===== src/include/smvs_pkg.sv =====
// Shared constants, types and helpers for the safe-mode valve supervisor.
// Assumes one clock domain and a plain strobe register port.
`default_nettype none

package smvs_pkg;

    // ==========================================================
    // Widths
    localparam int AW = 4;
    localparam int DW = 16;
    localparam int TW = 8;

    // ==========================================================
    // Register offsets
    localparam logic [AW-1:0] REG_CTRL        = 4'h0;
    localparam logic [AW-1:0] REG_STATUS      = 4'h1;
    localparam logic [AW-1:0] REG_SAFE_STATE  = 4'h2;
    localparam logic [AW-1:0] REG_SAFE_VALUE  = 4'h3;
    localparam logic [AW-1:0] REG_OVERRIDE    = 4'h4;
    localparam logic [AW-1:0] REG_PRESS_DTYPE = 4'h5;
    localparam logic [AW-1:0] REG_FLOW_DTYPE  = 4'h6;
    localparam logic [AW-1:0] REG_VALVE_DTYPE = 4'h7;
    localparam logic [AW-1:0] REG_FLOW_CAL    = 4'h8;
    localparam logic [AW-1:0] REG_PRESS_APP   = 4'h9;
    localparam logic [AW-1:0] REG_FULL_SCALE  = 4'hA;
    localparam logic [AW-1:0] REG_REJECT      = 4'hB;
    localparam logic [AW-1:0] REG_SETPOINT    = 4'hC;

    // Field positions
    localparam int CTRL_RUN_BIT  = 0;
    localparam int CTRL_STOP_BIT = 1;
    localparam int CTRL_FCLR_BIT = 2;
    localparam int REJECT_BIT    = 0;

    // ==========================================================
    // Codes and reset values
    localparam logic [TW-1:0] DT_INT         = 8'h01;
    localparam logic [TW-1:0] DT_REAL        = 8'h02;
    localparam logic [TW-1:0] RST_DTYPE      = 8'h01;
    localparam logic [TW-1:0] FLOW_CAL_MIN   = 8'h01;
    localparam logic [TW-1:0] FLOW_CAL_MAX   = 8'h06;
    localparam logic [TW-1:0] RST_FLOW_CAL   = 8'h01;
    localparam logic [TW-1:0] RST_PRESS_APP  = 8'h01;
    localparam logic [DW-1:0] RST_FULL_SCALE = 16'h6000;
    localparam logic [DW-1:0] RST_SAFE_VALUE = 16'h0000;
    localparam logic [DW-1:0] VALVE_CLOSED   = 16'h0000;
    localparam logic [DW-1:0] PRESS_SAT_MAX  = 16'h7FFF;
    localparam logic [DW-1:0] PRESS_SAT_MIN  = 16'h8000;

    // ==========================================================
    // Types
    typedef enum logic [1:0] {
        ST_IDLE  = 2'b00,
        ST_EXEC  = 2'b01,
        ST_FAULT = 2'b10
    } smvs_state_t;

    typedef enum logic [1:0] {
        SAFE_CLOSED = 2'b00,
        SAFE_OPEN   = 2'b01,
        SAFE_HOLD   = 2'b10,
        SAFE_VALUE  = 2'b11
    } smvs_safe_t;

    typedef enum logic [2:0] {
        OVR_NORMAL = 3'b000,
        OVR_CLOSED = 3'b001,
        OVR_OPEN   = 3'b010,
        OVR_HOLD   = 3'b011,
        OVR_SAFE   = 3'b100
    } smvs_ovr_t;

    typedef struct packed {
        logic          wr;
        logic          rd;
        logic [AW-1:0] addr;
        logic [DW-1:0] wdata;
    } smvs_bus_t;

    typedef struct packed {
        logic          conn_open;
        logic          data_valid;
        logic [TW-1:0] data_len;
        logic          expected_packet_rate_timeout;
    } smvs_io_t;

    typedef struct packed {
        logic          press_hit;
        logic [TW-1:0] press_type;
        logic          flow_hit;
        logic [TW-1:0] flow_type;
        logic          valve_hit;
        logic [TW-1:0] valve_type;
    } smvs_infer_t;

    function automatic logic dtype_ok(input logic [DW-1:0] v);
        dtype_ok = (v == {8'h00, DT_INT}) || (v == {8'h00, DT_REAL});
    endfunction : dtype_ok

endpackage : smvs_pkg

`default_nettype wire


===== src/smvs_valve_sel.sv =====
// Valve command selector: controller, override or safe-state source.
// Pure combinational; the caller registers the result.
`timescale 1ns/1ps
`default_nettype none

module smvs_valve_sel
    import smvs_pkg::*;
(
    input  wire logic          exec_i,
    input  wire smvs_safe_t    safe_i,
    input  wire smvs_ovr_t     ovr_i,
    input  wire logic [DW-1:0] ctrl_i,
    input  wire logic [DW-1:0] safe_value_i,
    input  wire logic [DW-1:0] full_scale_i,
    input  wire logic [DW-1:0] last_i,
    output logic      [DW-1:0] cmd_o
);

    logic [DW-1:0] safe_cmd;

    // ==========================================================
    // Safe-state source
    always_comb begin
        unique case (safe_i)
            SAFE_CLOSED: safe_cmd = VALVE_CLOSED;
            SAFE_OPEN:   safe_cmd = full_scale_i;
            SAFE_HOLD:   safe_cmd = last_i;
            SAFE_VALUE:  safe_cmd = safe_value_i;
        endcase
    end

    // ==========================================================
    // Override only counts while executing
    always_comb begin
        if (!exec_i) begin
            cmd_o = safe_cmd;
        end else begin
            unique case (ovr_i)
                OVR_NORMAL: cmd_o = ctrl_i;
                OVR_CLOSED: cmd_o = VALVE_CLOSED;
                OVR_OPEN:   cmd_o = full_scale_i;
                OVR_HOLD:   cmd_o = last_i;
                OVR_SAFE:   cmd_o = safe_cmd;
                default:    cmd_o = ctrl_i;
            endcase
        end
    end

endmodule : smvs_valve_sel

`default_nettype wire


===== src/smvs_press_sat.sv =====
// Pressure reporter: clamps a wide linearised reading into 16-bit counts.
// Assumes the sensing path already applied the selected calibration.
`timescale 1ns/1ps
`default_nettype none

module smvs_press_sat
    import smvs_pkg::*;
#(
    parameter int IW = 24
) (
    input  wire logic signed [IW-1:0] raw_i,
    output logic             [DW-1:0] counts_o
);

    localparam logic signed [IW-1:0] HI = IW'(signed'(PRESS_SAT_MAX));
    localparam logic signed [IW-1:0] LO = IW'(signed'(PRESS_SAT_MIN));

    // ==========================================================
    // Signed 16-bit cannot show anything past its top count
    always_comb begin
        if (raw_i > HI) begin
            counts_o = PRESS_SAT_MAX;
        end else if (raw_i < LO) begin
            counts_o = PRESS_SAT_MIN;
        end else begin
            counts_o = raw_i[DW-1:0];
        end
    end

endmodule : smvs_press_sat

`default_nettype wire


===== src/smvs_top.sv =====
// Safe-mode valve supervisor: run state, valve command, data-type gating.
// Assumes a single 250 MHz clock and a synchronous strobe register port.
//
// Local design decisions: the plain strobed port and the register addresses.
`timescale 1ns/1ps
`default_nettype none

// Contract
// - Safe mode in every state except executing.
// - Safe mode halts control, ignores setpoints and override commands.
// - Enter executing on I/O data exchange or a run directive.
// - Leave executing on all connections closed, rate timeout, or directive.
// - Leave executing by itself on a severe fault.
// - Safe-state codes: 0 closed (default), 1 open, 2 hold, 3 safe value.
// - In safe mode drive the valve per the current safe-state code.
// - An override replaces the controller valve command.
// - Override acts only while executing.
// - Data-type writes accepted only when idle and not polled.
// - On I/O start force data types to the assembly's inferred type.
// - Data types accept only 16-bit integer and 32-bit float codes.
// - Flow calibration selector accepts 1 to 6 only.
// - Pressure application selector accepts 1 up to installed count.
// - Pressure counts saturate at the 16-bit signed top value.
// - Data types read-only while any I/O connection is open.
// - Hold drives last command; closed is zero, open is full scale.
// - Override codes: 0 normal, 1 closed, 2 open, 3 hold, 4 safe state.
module smvs_top
    import smvs_pkg::*;
#(
    parameter int NUM_PRESS_APPS = 4,
    parameter int RAW_W          = 24
) (
    input  wire logic                    clock_i,
    input  wire logic                    reset_n_i,
    input  wire smvs_bus_t               bus_i,
    output logic             [DW-1:0]    rdata_o,
    input  wire smvs_io_t                io_i,
    input  wire smvs_infer_t             infer_i,
    input  wire logic                    severe_fault_i,
    input  wire logic        [DW-1:0]    ctrl_valve_i,
    input  wire logic signed [RAW_W-1:0] press_raw_i,
    output logic             [DW-1:0]    valve_cmd_o,
    output logic                         safe_mode_o,
    output logic                         ctrl_run_o,
    output logic             [DW-1:0]    setpoint_o,
    output logic             [DW-1:0]    press_o,
    output logic             [TW-1:0]    press_app_o,
    output logic             [TW-1:0]    flow_cal_o,
    output logic             [TW-1:0]    press_dtype_o,
    output logic             [TW-1:0]    flow_dtype_o,
    output logic             [TW-1:0]    valve_dtype_o,
    output logic                         reject_o
);

    localparam logic [TW-1:0] APP_MAX = TW'(NUM_PRESS_APPS);

    smvs_state_t   state;
    smvs_state_t   next_state;
    smvs_safe_t    safe_sel;
    smvs_ovr_t     ovr_sel;
    logic [DW-1:0] safe_value;
    logic [DW-1:0] full_scale;
    logic [DW-1:0] last_cmd;
    logic [DW-1:0] next_cmd;
    logic [DW-1:0] sat_counts;
    logic          conn_prev;
    logic          io_active;

    // ==========================================================
    // Decode
    logic wr;
    logic exec;
    logic io_start;
    logic conn_fall;
    logic run_cmd;
    logic stop_cmd;
    logic fclr_cmd;
    logic dtype_open;
    logic wr_dtype;
    logic bad_write;

    assign wr        = bus_i.wr;
    assign exec      = (state == ST_EXEC);
    assign io_start  = io_i.conn_open && io_i.data_valid && (io_i.data_len != 8'h00);
    assign conn_fall = conn_prev && !io_i.conn_open;
    assign run_cmd   = wr && (bus_i.addr == REG_CTRL) && bus_i.wdata[CTRL_RUN_BIT];
    assign stop_cmd  = wr && (bus_i.addr == REG_CTRL) && bus_i.wdata[CTRL_STOP_BIT];
    assign fclr_cmd  = wr && (bus_i.addr == REG_CTRL) && bus_i.wdata[CTRL_FCLR_BIT];
    assign wr_dtype  = wr && ((bus_i.addr == REG_PRESS_DTYPE)
                           || (bus_i.addr == REG_FLOW_DTYPE)
                           || (bus_i.addr == REG_VALVE_DTYPE));
    // Polled or connected means the types are locked
    assign dtype_open = (state == ST_IDLE) && !io_i.conn_open;

    // ==========================================================
    // Supervisory state
    always_comb begin
        next_state = state;
        if (severe_fault_i) begin
            next_state = ST_FAULT;
        end else begin
            unique case (state)
                ST_IDLE:  if (io_start || run_cmd) next_state = ST_EXEC;
                ST_EXEC:  if (conn_fall || io_i.expected_packet_rate_timeout || stop_cmd)
                              next_state = ST_IDLE;
                ST_FAULT: if (fclr_cmd) next_state = ST_IDLE;
                default:  next_state = ST_FAULT;
            endcase
        end
    end

    always_ff @(posedge clock_i or negedge reset_n_i) begin
        if (!reset_n_i) begin
            state       <= ST_IDLE;
            safe_mode_o <= 1'b1;
            ctrl_run_o  <= 1'b0;
        end else begin
            state       <= next_state;
            safe_mode_o <= (next_state != ST_EXEC);
            ctrl_run_o  <= (next_state == ST_EXEC);
        end
    end

    // ==========================================================
    // Connection tracking
    always_ff @(posedge clock_i or negedge reset_n_i) begin
        if (!reset_n_i) begin
            conn_prev <= 1'b0;
            io_active <= 1'b0;
        end else begin
            conn_prev <= io_i.conn_open;
            if (!io_i.conn_open) begin
                io_active <= 1'b0;
            end else if (io_start) begin
                io_active <= 1'b1;
            end
        end
    end

    // ==========================================================
    // Data types: forcing on I/O start beats a software write
    always_ff @(posedge clock_i or negedge reset_n_i) begin
        if (!reset_n_i) begin
            press_dtype_o <= RST_DTYPE;
            flow_dtype_o  <= RST_DTYPE;
            valve_dtype_o <= RST_DTYPE;
        end else if (io_start && !io_active) begin
            if (infer_i.press_hit) press_dtype_o <= infer_i.press_type;
            if (infer_i.flow_hit)  flow_dtype_o  <= infer_i.flow_type;
            if (infer_i.valve_hit) valve_dtype_o <= infer_i.valve_type;
        end else if (wr_dtype && dtype_open && dtype_ok(bus_i.wdata)) begin
            unique case (bus_i.addr)
                REG_PRESS_DTYPE: press_dtype_o <= bus_i.wdata[TW-1:0];
                REG_FLOW_DTYPE:  flow_dtype_o  <= bus_i.wdata[TW-1:0];
                default:         valve_dtype_o <= bus_i.wdata[TW-1:0];
            endcase
        end
    end

    // ==========================================================
    // Valve and sensor configuration
    always_ff @(posedge clock_i or negedge reset_n_i) begin
        if (!reset_n_i) begin
            safe_sel    <= SAFE_CLOSED;
            safe_value  <= RST_SAFE_VALUE;
            full_scale  <= RST_FULL_SCALE;
            ovr_sel     <= OVR_NORMAL;
            flow_cal_o  <= RST_FLOW_CAL;
            press_app_o <= RST_PRESS_APP;
            setpoint_o  <= 16'h0000;
        end else if (wr) begin
            unique case (bus_i.addr)
                REG_SAFE_STATE: safe_sel   <= smvs_safe_t'(bus_i.wdata[1:0]);
                REG_SAFE_VALUE: safe_value <= bus_i.wdata;
                REG_FULL_SCALE: full_scale <= bus_i.wdata;
                // Commands arriving in safe mode are dropped, not queued
                REG_OVERRIDE: if (exec && (bus_i.wdata <= 16'h0004))
                    ovr_sel <= smvs_ovr_t'(bus_i.wdata[2:0]);
                REG_FLOW_CAL: if ((bus_i.wdata >= {8'h00, FLOW_CAL_MIN})
                                  && (bus_i.wdata <= {8'h00, FLOW_CAL_MAX}))
                    flow_cal_o <= bus_i.wdata[TW-1:0];
                REG_PRESS_APP: if ((bus_i.wdata != 16'h0000) && (bus_i.wdata <= {8'h00, APP_MAX}))
                    press_app_o <= bus_i.wdata[TW-1:0];
                REG_SETPOINT: if (exec) setpoint_o <= bus_i.wdata;
                default: ;
            endcase
        end
    end

    // ==========================================================
    // Rejected writes: set wins over the clear in the same cycle
    always_comb begin
        bad_write = 1'b0;
        if (wr) begin
            unique case (bus_i.addr)
                REG_PRESS_DTYPE,
                REG_FLOW_DTYPE,
                REG_VALVE_DTYPE: bad_write = !dtype_open || !dtype_ok(bus_i.wdata);
                REG_OVERRIDE:    bad_write = !exec || (bus_i.wdata > 16'h0004);
                REG_FLOW_CAL:    bad_write = (bus_i.wdata < {8'h00, FLOW_CAL_MIN})
                                          || (bus_i.wdata > {8'h00, FLOW_CAL_MAX});
                REG_PRESS_APP:   bad_write = (bus_i.wdata == 16'h0000)
                                          || (bus_i.wdata > {8'h00, APP_MAX});
                default:         bad_write = 1'b0;
            endcase
        end
    end

    always_ff @(posedge clock_i or negedge reset_n_i) begin
        if (!reset_n_i) begin
            reject_o <= 1'b0;
        end else if (bad_write) begin
            reject_o <= 1'b1;
        end else if (wr && (bus_i.addr == REG_REJECT) && bus_i.wdata[REJECT_BIT]) begin
            reject_o <= 1'b0;
        end
    end

    // ==========================================================
    // Valve command path
    smvs_valve_sel u_valve_sel (
        .exec_i       (exec),
        .safe_i       (safe_sel),
        .ovr_i        (ovr_sel),
        .ctrl_i       (ctrl_valve_i),
        .safe_value_i (safe_value),
        .full_scale_i (full_scale),
        .last_i       (last_cmd),
        .cmd_o        (next_cmd)
    );

    always_ff @(posedge clock_i or negedge reset_n_i) begin
        if (!reset_n_i) begin
            valve_cmd_o <= VALVE_CLOSED;
            last_cmd    <= VALVE_CLOSED;
        end else begin
            valve_cmd_o <= next_cmd;
            if (exec) begin
                last_cmd <= next_cmd;
            end
        end
    end

    // ==========================================================
    // Pressure reporting
    smvs_press_sat #(.IW(RAW_W)) u_press_sat (
        .raw_i    (press_raw_i),
        .counts_o (sat_counts)
    );

    always_ff @(posedge clock_i or negedge reset_n_i) begin
        if (!reset_n_i) begin
            press_o <= 16'h0000;
        end else begin
            press_o <= sat_counts;
        end
    end

    // ==========================================================
    // Read port: data stand one cycle after the strobe
    always_ff @(posedge clock_i or negedge reset_n_i) begin
        if (!reset_n_i) begin
            rdata_o <= 16'h0000;
        end else if (bus_i.rd) begin
            unique case (bus_i.addr)
                REG_STATUS:      rdata_o <= {12'h000, io_active, safe_mode_o, state};
                REG_SAFE_STATE:  rdata_o <= {14'h0000, safe_sel};
                REG_SAFE_VALUE:  rdata_o <= safe_value;
                REG_OVERRIDE:    rdata_o <= {13'h0000, ovr_sel};
                REG_PRESS_DTYPE: rdata_o <= {8'h00, press_dtype_o};
                REG_FLOW_DTYPE:  rdata_o <= {8'h00, flow_dtype_o};
                REG_VALVE_DTYPE: rdata_o <= {8'h00, valve_dtype_o};
                REG_FLOW_CAL:    rdata_o <= {8'h00, flow_cal_o};
                REG_PRESS_APP:   rdata_o <= {8'h00, press_app_o};
                REG_FULL_SCALE:  rdata_o <= full_scale;
                REG_REJECT:      rdata_o <= {15'h0000, reject_o};
                REG_SETPOINT:    rdata_o <= setpoint_o;
                default:         rdata_o <= 16'h0000;
            endcase
        end else begin
            rdata_o <= 16'h0000;
        end
    end
endmodule : smvs_top

`default_nettype wire


===== config.mk =====
export PLATFORM = sky130hd
export DESIGN_NAME = smvs_top
export DESIGN_NICKNAME = d
export VERILOG_FILES = /design/src/include/smvs_pkg.sv /design/src/smvs_valve_sel.sv /design/src/smvs_press_sat.sv /design/src/smvs_top.sv
export SDC_FILE = /design/constraint.sdc
export NUM_CORES = 1
export LEC_CHECK = 0
export ABC_AREA = 1
export BUFFER_PORTS_ARGS = -buffer_cell sky130_fd_sc_hd__buf_2
export CORE_UTILIZATION = 48
export CTS_CLUSTER_SIZE = 28
export DETAILED_ROUTE_END_ITERATION = 12
export PLACE_DENSITY = 0.79
export SLEW_MARGIN = 20
export SYNTH_ARGS = -nofsm -noshare
export SYNTH_HDL_FRONTEND = slang
export SYNTH_HIERARCHICAL = 1
export SYNTH_SLANG_ARGS = --single-unit

===== constraint.sdc =====
create_clock -name clock_i -period 2.6 [get_ports clock_i]
set_input_delay 0.39 -clock clock_i [delete_from_list [all_inputs] [get_ports clock_i]]
set_output_delay 0.39 -clock clock_i [all_outputs]
set_load 0.01 [all_outputs]

==> impl_metrics.py <==
metrics = {
    "hold_path": {
        "min_path_cells": 1,
        "holdPathEnd": "conn_prev$_DFF_PN0_",
        "hold_path_class": "in -> reg",
        "holdCritStartpoint": "io_i[10]",
    },
    "clocking": {
        "htreeDepth": 4,
        "cts.clk_slew.worst_paths_ps": 70,
        "cts_tree": "yes",
        "clock_path_buffers": 2,
        "cts_sinks": 164,
        "clockRootBuffer": "clkbuf_16",
        "worstSkewPairLatency_ps": 420,
        "numCtsBuffers": 17,
        "post_cts_resized": 0,
    },
    "critical_path": {
        "required_ps": 2920,
        "critical-path-slowest-cell": "dfrtp_1",
        "r2r_setup_slack_ps": 660,
        "endpoint_kind": "register",
        "cp-startpoint": "ovr_sel[0]$_DFFE_PN0P_",
        "path_cells": "o21ai_2, nand2_1, or2_0, nand3_1, nand2_1, nand2_1, nand2_1",
        "rr_endpoint": "last_cmd[10]$_DFFE_PN0P_",
        "r2r_cells": 7,
        "critPathArrivalTime_ps": 2270,
        "startpoint_type": "register",
        "max_stage_delay_ps": 450,
        "worstSetupPathType": "reg -> reg",
        "worstPathMaxFanout": 20,
        "crit_top_cell": "nand2_1",
        "r2r_start": "ovr_sel[0]$_DFFE_PN0P_",
    },
    "die": {
        "die_w_microns": 132,
        "rows": 47,
        "initial_core_util_pct": 49.1,
        "die_h_microns": 132,
        "io_pins": 210,
        "core_sq_mm": 0.0165,
        "dieArea_sq_mm": 0.0174,
    },
    "finish": {
        "final_cell_area_sq_mm": 0.0100,
        "fin_nets": 1406,
        "diodes": 0,
        "final_common_cell": "nand2_1",
        "drive_gt1_share_pct": 21.9,
        "area.growth.synth_to_final_pct": 23.8,
        "layout_common_cells": "435 x nand2_1, 208 x buf_2, 156 x dfrtp_1",
        "utilization_pct": 60.8,
    },
    "global_routing": {
        "grt_overflow": 0,
        "grt_pass1_vias": 7512,
        "grt_max_degree": 62,
        "grt_pass1_wl_mm": 39.1,
        "grt_antenna_before_repair": 0,
        "grt_use_total_pct": 28.8,
    },
    "sta": {
        "worstMarginPinSlew_ps": 977,
        "rsz0062_at_grt": "false",
        "fmax_ghz": 0.514,
        "fin_crit_sh_pct": 74.8,
        "fin_setup_tns_ps": 0,
        "skew_ps": 7.49,
        "slew_headroom_pct": 34.7,
        "hold_violations": 0,
        "slew_viol_final": 0,
        "fin_crit_ps": 1940,
        "setup_viol": 0,
    },
    "yosys": {
        "async_reset_ff_share_pct": 100,
        "synth_area_leaders": "dfrtp_1 48%, nand2_1 20%, nand3_1 6.2%, inv_1 5.4%, o21ai_0 4.9%",
        "yosysSeqAreaShare_pct": 50.7,
        "synthesis.nets": 1194,
        "synth_cells": 1091,
        "synth_cell_types": 37,
        "yosys.area.top_type": "dfrtp_1",
        "syn_area_sq_mm": 0.00812,
        "yosys_most_used_dff": "dfrtp_1",
        "avgSynthCellArea_sq_um": 7.44,
        "synth_edf_count": 0,
        "synth_warnings": 6,
        "synth_top_area_share_pct": 48.1,
        "ys_ff_latch": 164,
    },
    "placed_design": {
        "portBuffers": 209,
        "dpl.hpwl_mm": 17.9,
        "place_area_sq_mm": 0.00941,
        "place_congestion": 0.920,
    },
    "route": {
        "drt-initial-drc-count": 814,
        "final_antenna_net_count": 0,
        "post_drt_wl_per_cell_microns": 15.5,
        "vias": 8031,
        "drc": 0,
        "firstDrtPassIters": 6,
        "routed_via_density": 5.23,
        "routed_wl_mm": 23.9,
    },
    "power": {
        "p_sw_share_pct": 30.1,
        "p_switching_mw": 2.16,
        "leakage_nw": 5.53,
        "p_clk_share_pct": 37.5,
        "power_frac_comb_pct": 17.9,
        "ir_worst_vdd_mv": 0.508,
        "power.internal_mw": 5.02,
        "p_seq_share_pct": 44.6,
        "power_density_mw_per_mm2": 715,
    },
    "job": {
        "maxCapViolations": 0,
    },
    "outcome": {
        "status": "completed",
    },
}
-- metal layers --
| metal | vias up | part of all wire [%] | track usage [%] |
|---|---|---|---|
| li1 | 3863 | - | - |
| met1 | 3735 | 43 | 38.8 |
| met2 | 392 | 46 | 45.6 |
| met3 | 41 | 8.5 | 6.54 |
| met4 | 0 | 2.5 | 10.7 |
| met5 | - | 0 | 0 |
-- how the worst max path moves through the flow --
stage	to	slack, ps	cells past startpoint
finish	last_cmd[10]$_DFFE_PN0P_	660	7
global route	setpoint_o[1]$_DFFE_PN0P_	440	5
CTS	last_cmd[10]$_DFFE_PN0P_	660	7
detailed placement	press_dtype_o[3]$_DFFE_PN0P_	500	9
global placement	flow_dtype_o[4]$_DFFE_PN0P_	550	9
floorplan	last_cmd[10]$_DFFE_PN0P_	800	8
-- critical path: cells and delay by family, from the launching register on --
family / cells / cell delay (ps)
flops: 1 / 450
simple gates: 6 / 1050
compound gates: 1 / 330
-- flip-flops by register name (all words and copies together), names as in the netlist, 2 cells and up --
name,flops
full_scale,16
last_cmd,16
press_o,16
rdata_o,16
safe_value,16
setpoint_o,16
valve_cmd_o,16
flow_cal_o,8
flow_dtype_o,8
press_app_o,8
press_dtype_o,8
valve_dtype_o,8
ovr_sel,3
safe_sel,2
state,2
-- what timing repair did --
item / CTS / global route
buffers inserted: 0 / 0
hold endpoints to repair: 54 / 0
endpoints found under the setup margin: 0 / 0
hold buffers: 1 / 0
-- cell usage after synthesis (3+ instances only) --
cell type	n
buf_2	10
or2_0	6
a21oi_1	12
buf_6	4
nand4_1	8
nor2_1	71
nand2_2	5
clkbuf_1	17
nand3_1	100
clkinv_1	3
o21ai_1	11
nor2_2	3
o21ai_0	80
o211ai_1	10
dfrtp_1	156
dfstp_2	8
nand2_1	435
inv_1	117
o22ai_1	4
nand3_2	3
inv_2	7
-- kinds of logic after synthesis --
| family | count (synthesis) | share of synthesized area [%] |
|---|---|---|
| AO/OA/AOI/OAI | 129 | 9.02 |
| buffers and inverters | 160 | 7.97 |
| AND/OR/NAND/NOR | 638 | 32.3 |
| flip-flops | 164 | 50.7 |
-- through the flow --
step | hold WS, ps | instances | worst slack [ps] | total power [mW]
floorplan | 94.4 | 1091 | 798 | 3.87
global placement | 411 | 1503 | 552 | 4.48
detailed placement | 414 | 1503 | 496 | 4.50
CTS | 82.5 | 1536 | 663 | 7.20
global route | 87.8 | 1536 | 439 | 7.53
finish | 98.6 | 1536 | 655 | 7.18
-- area by class of cell --
| cell class | instances | area, sq um |
|---|---|---|
| Tap cell | 220 | 275 |
| Sequential cell | 164 | 4110 |
| Clock inverter | 13 | 198 |
| Fill cell | 1503 | 6480 |
| Multi-Input combinational cell | 767 | 3360 |
| Inverter | 127 | 477 |
| Clock buffer | 19 | 433 |
| Timing Repair Buffer | 226 | 1190 |
-- power groups by stage --
stage               clock [mW]  combinational (mW)  sequential [mW]
floorplan                    0               0.620             3.25
global placement             0                1.24             3.24
detailed placement           0                1.27             3.24
CTS                       2.72                1.28             3.20
global route              2.85                1.44             3.24
finish                    2.69                1.28             3.20
Note: power is estimated with default switching activity, not from simulation.
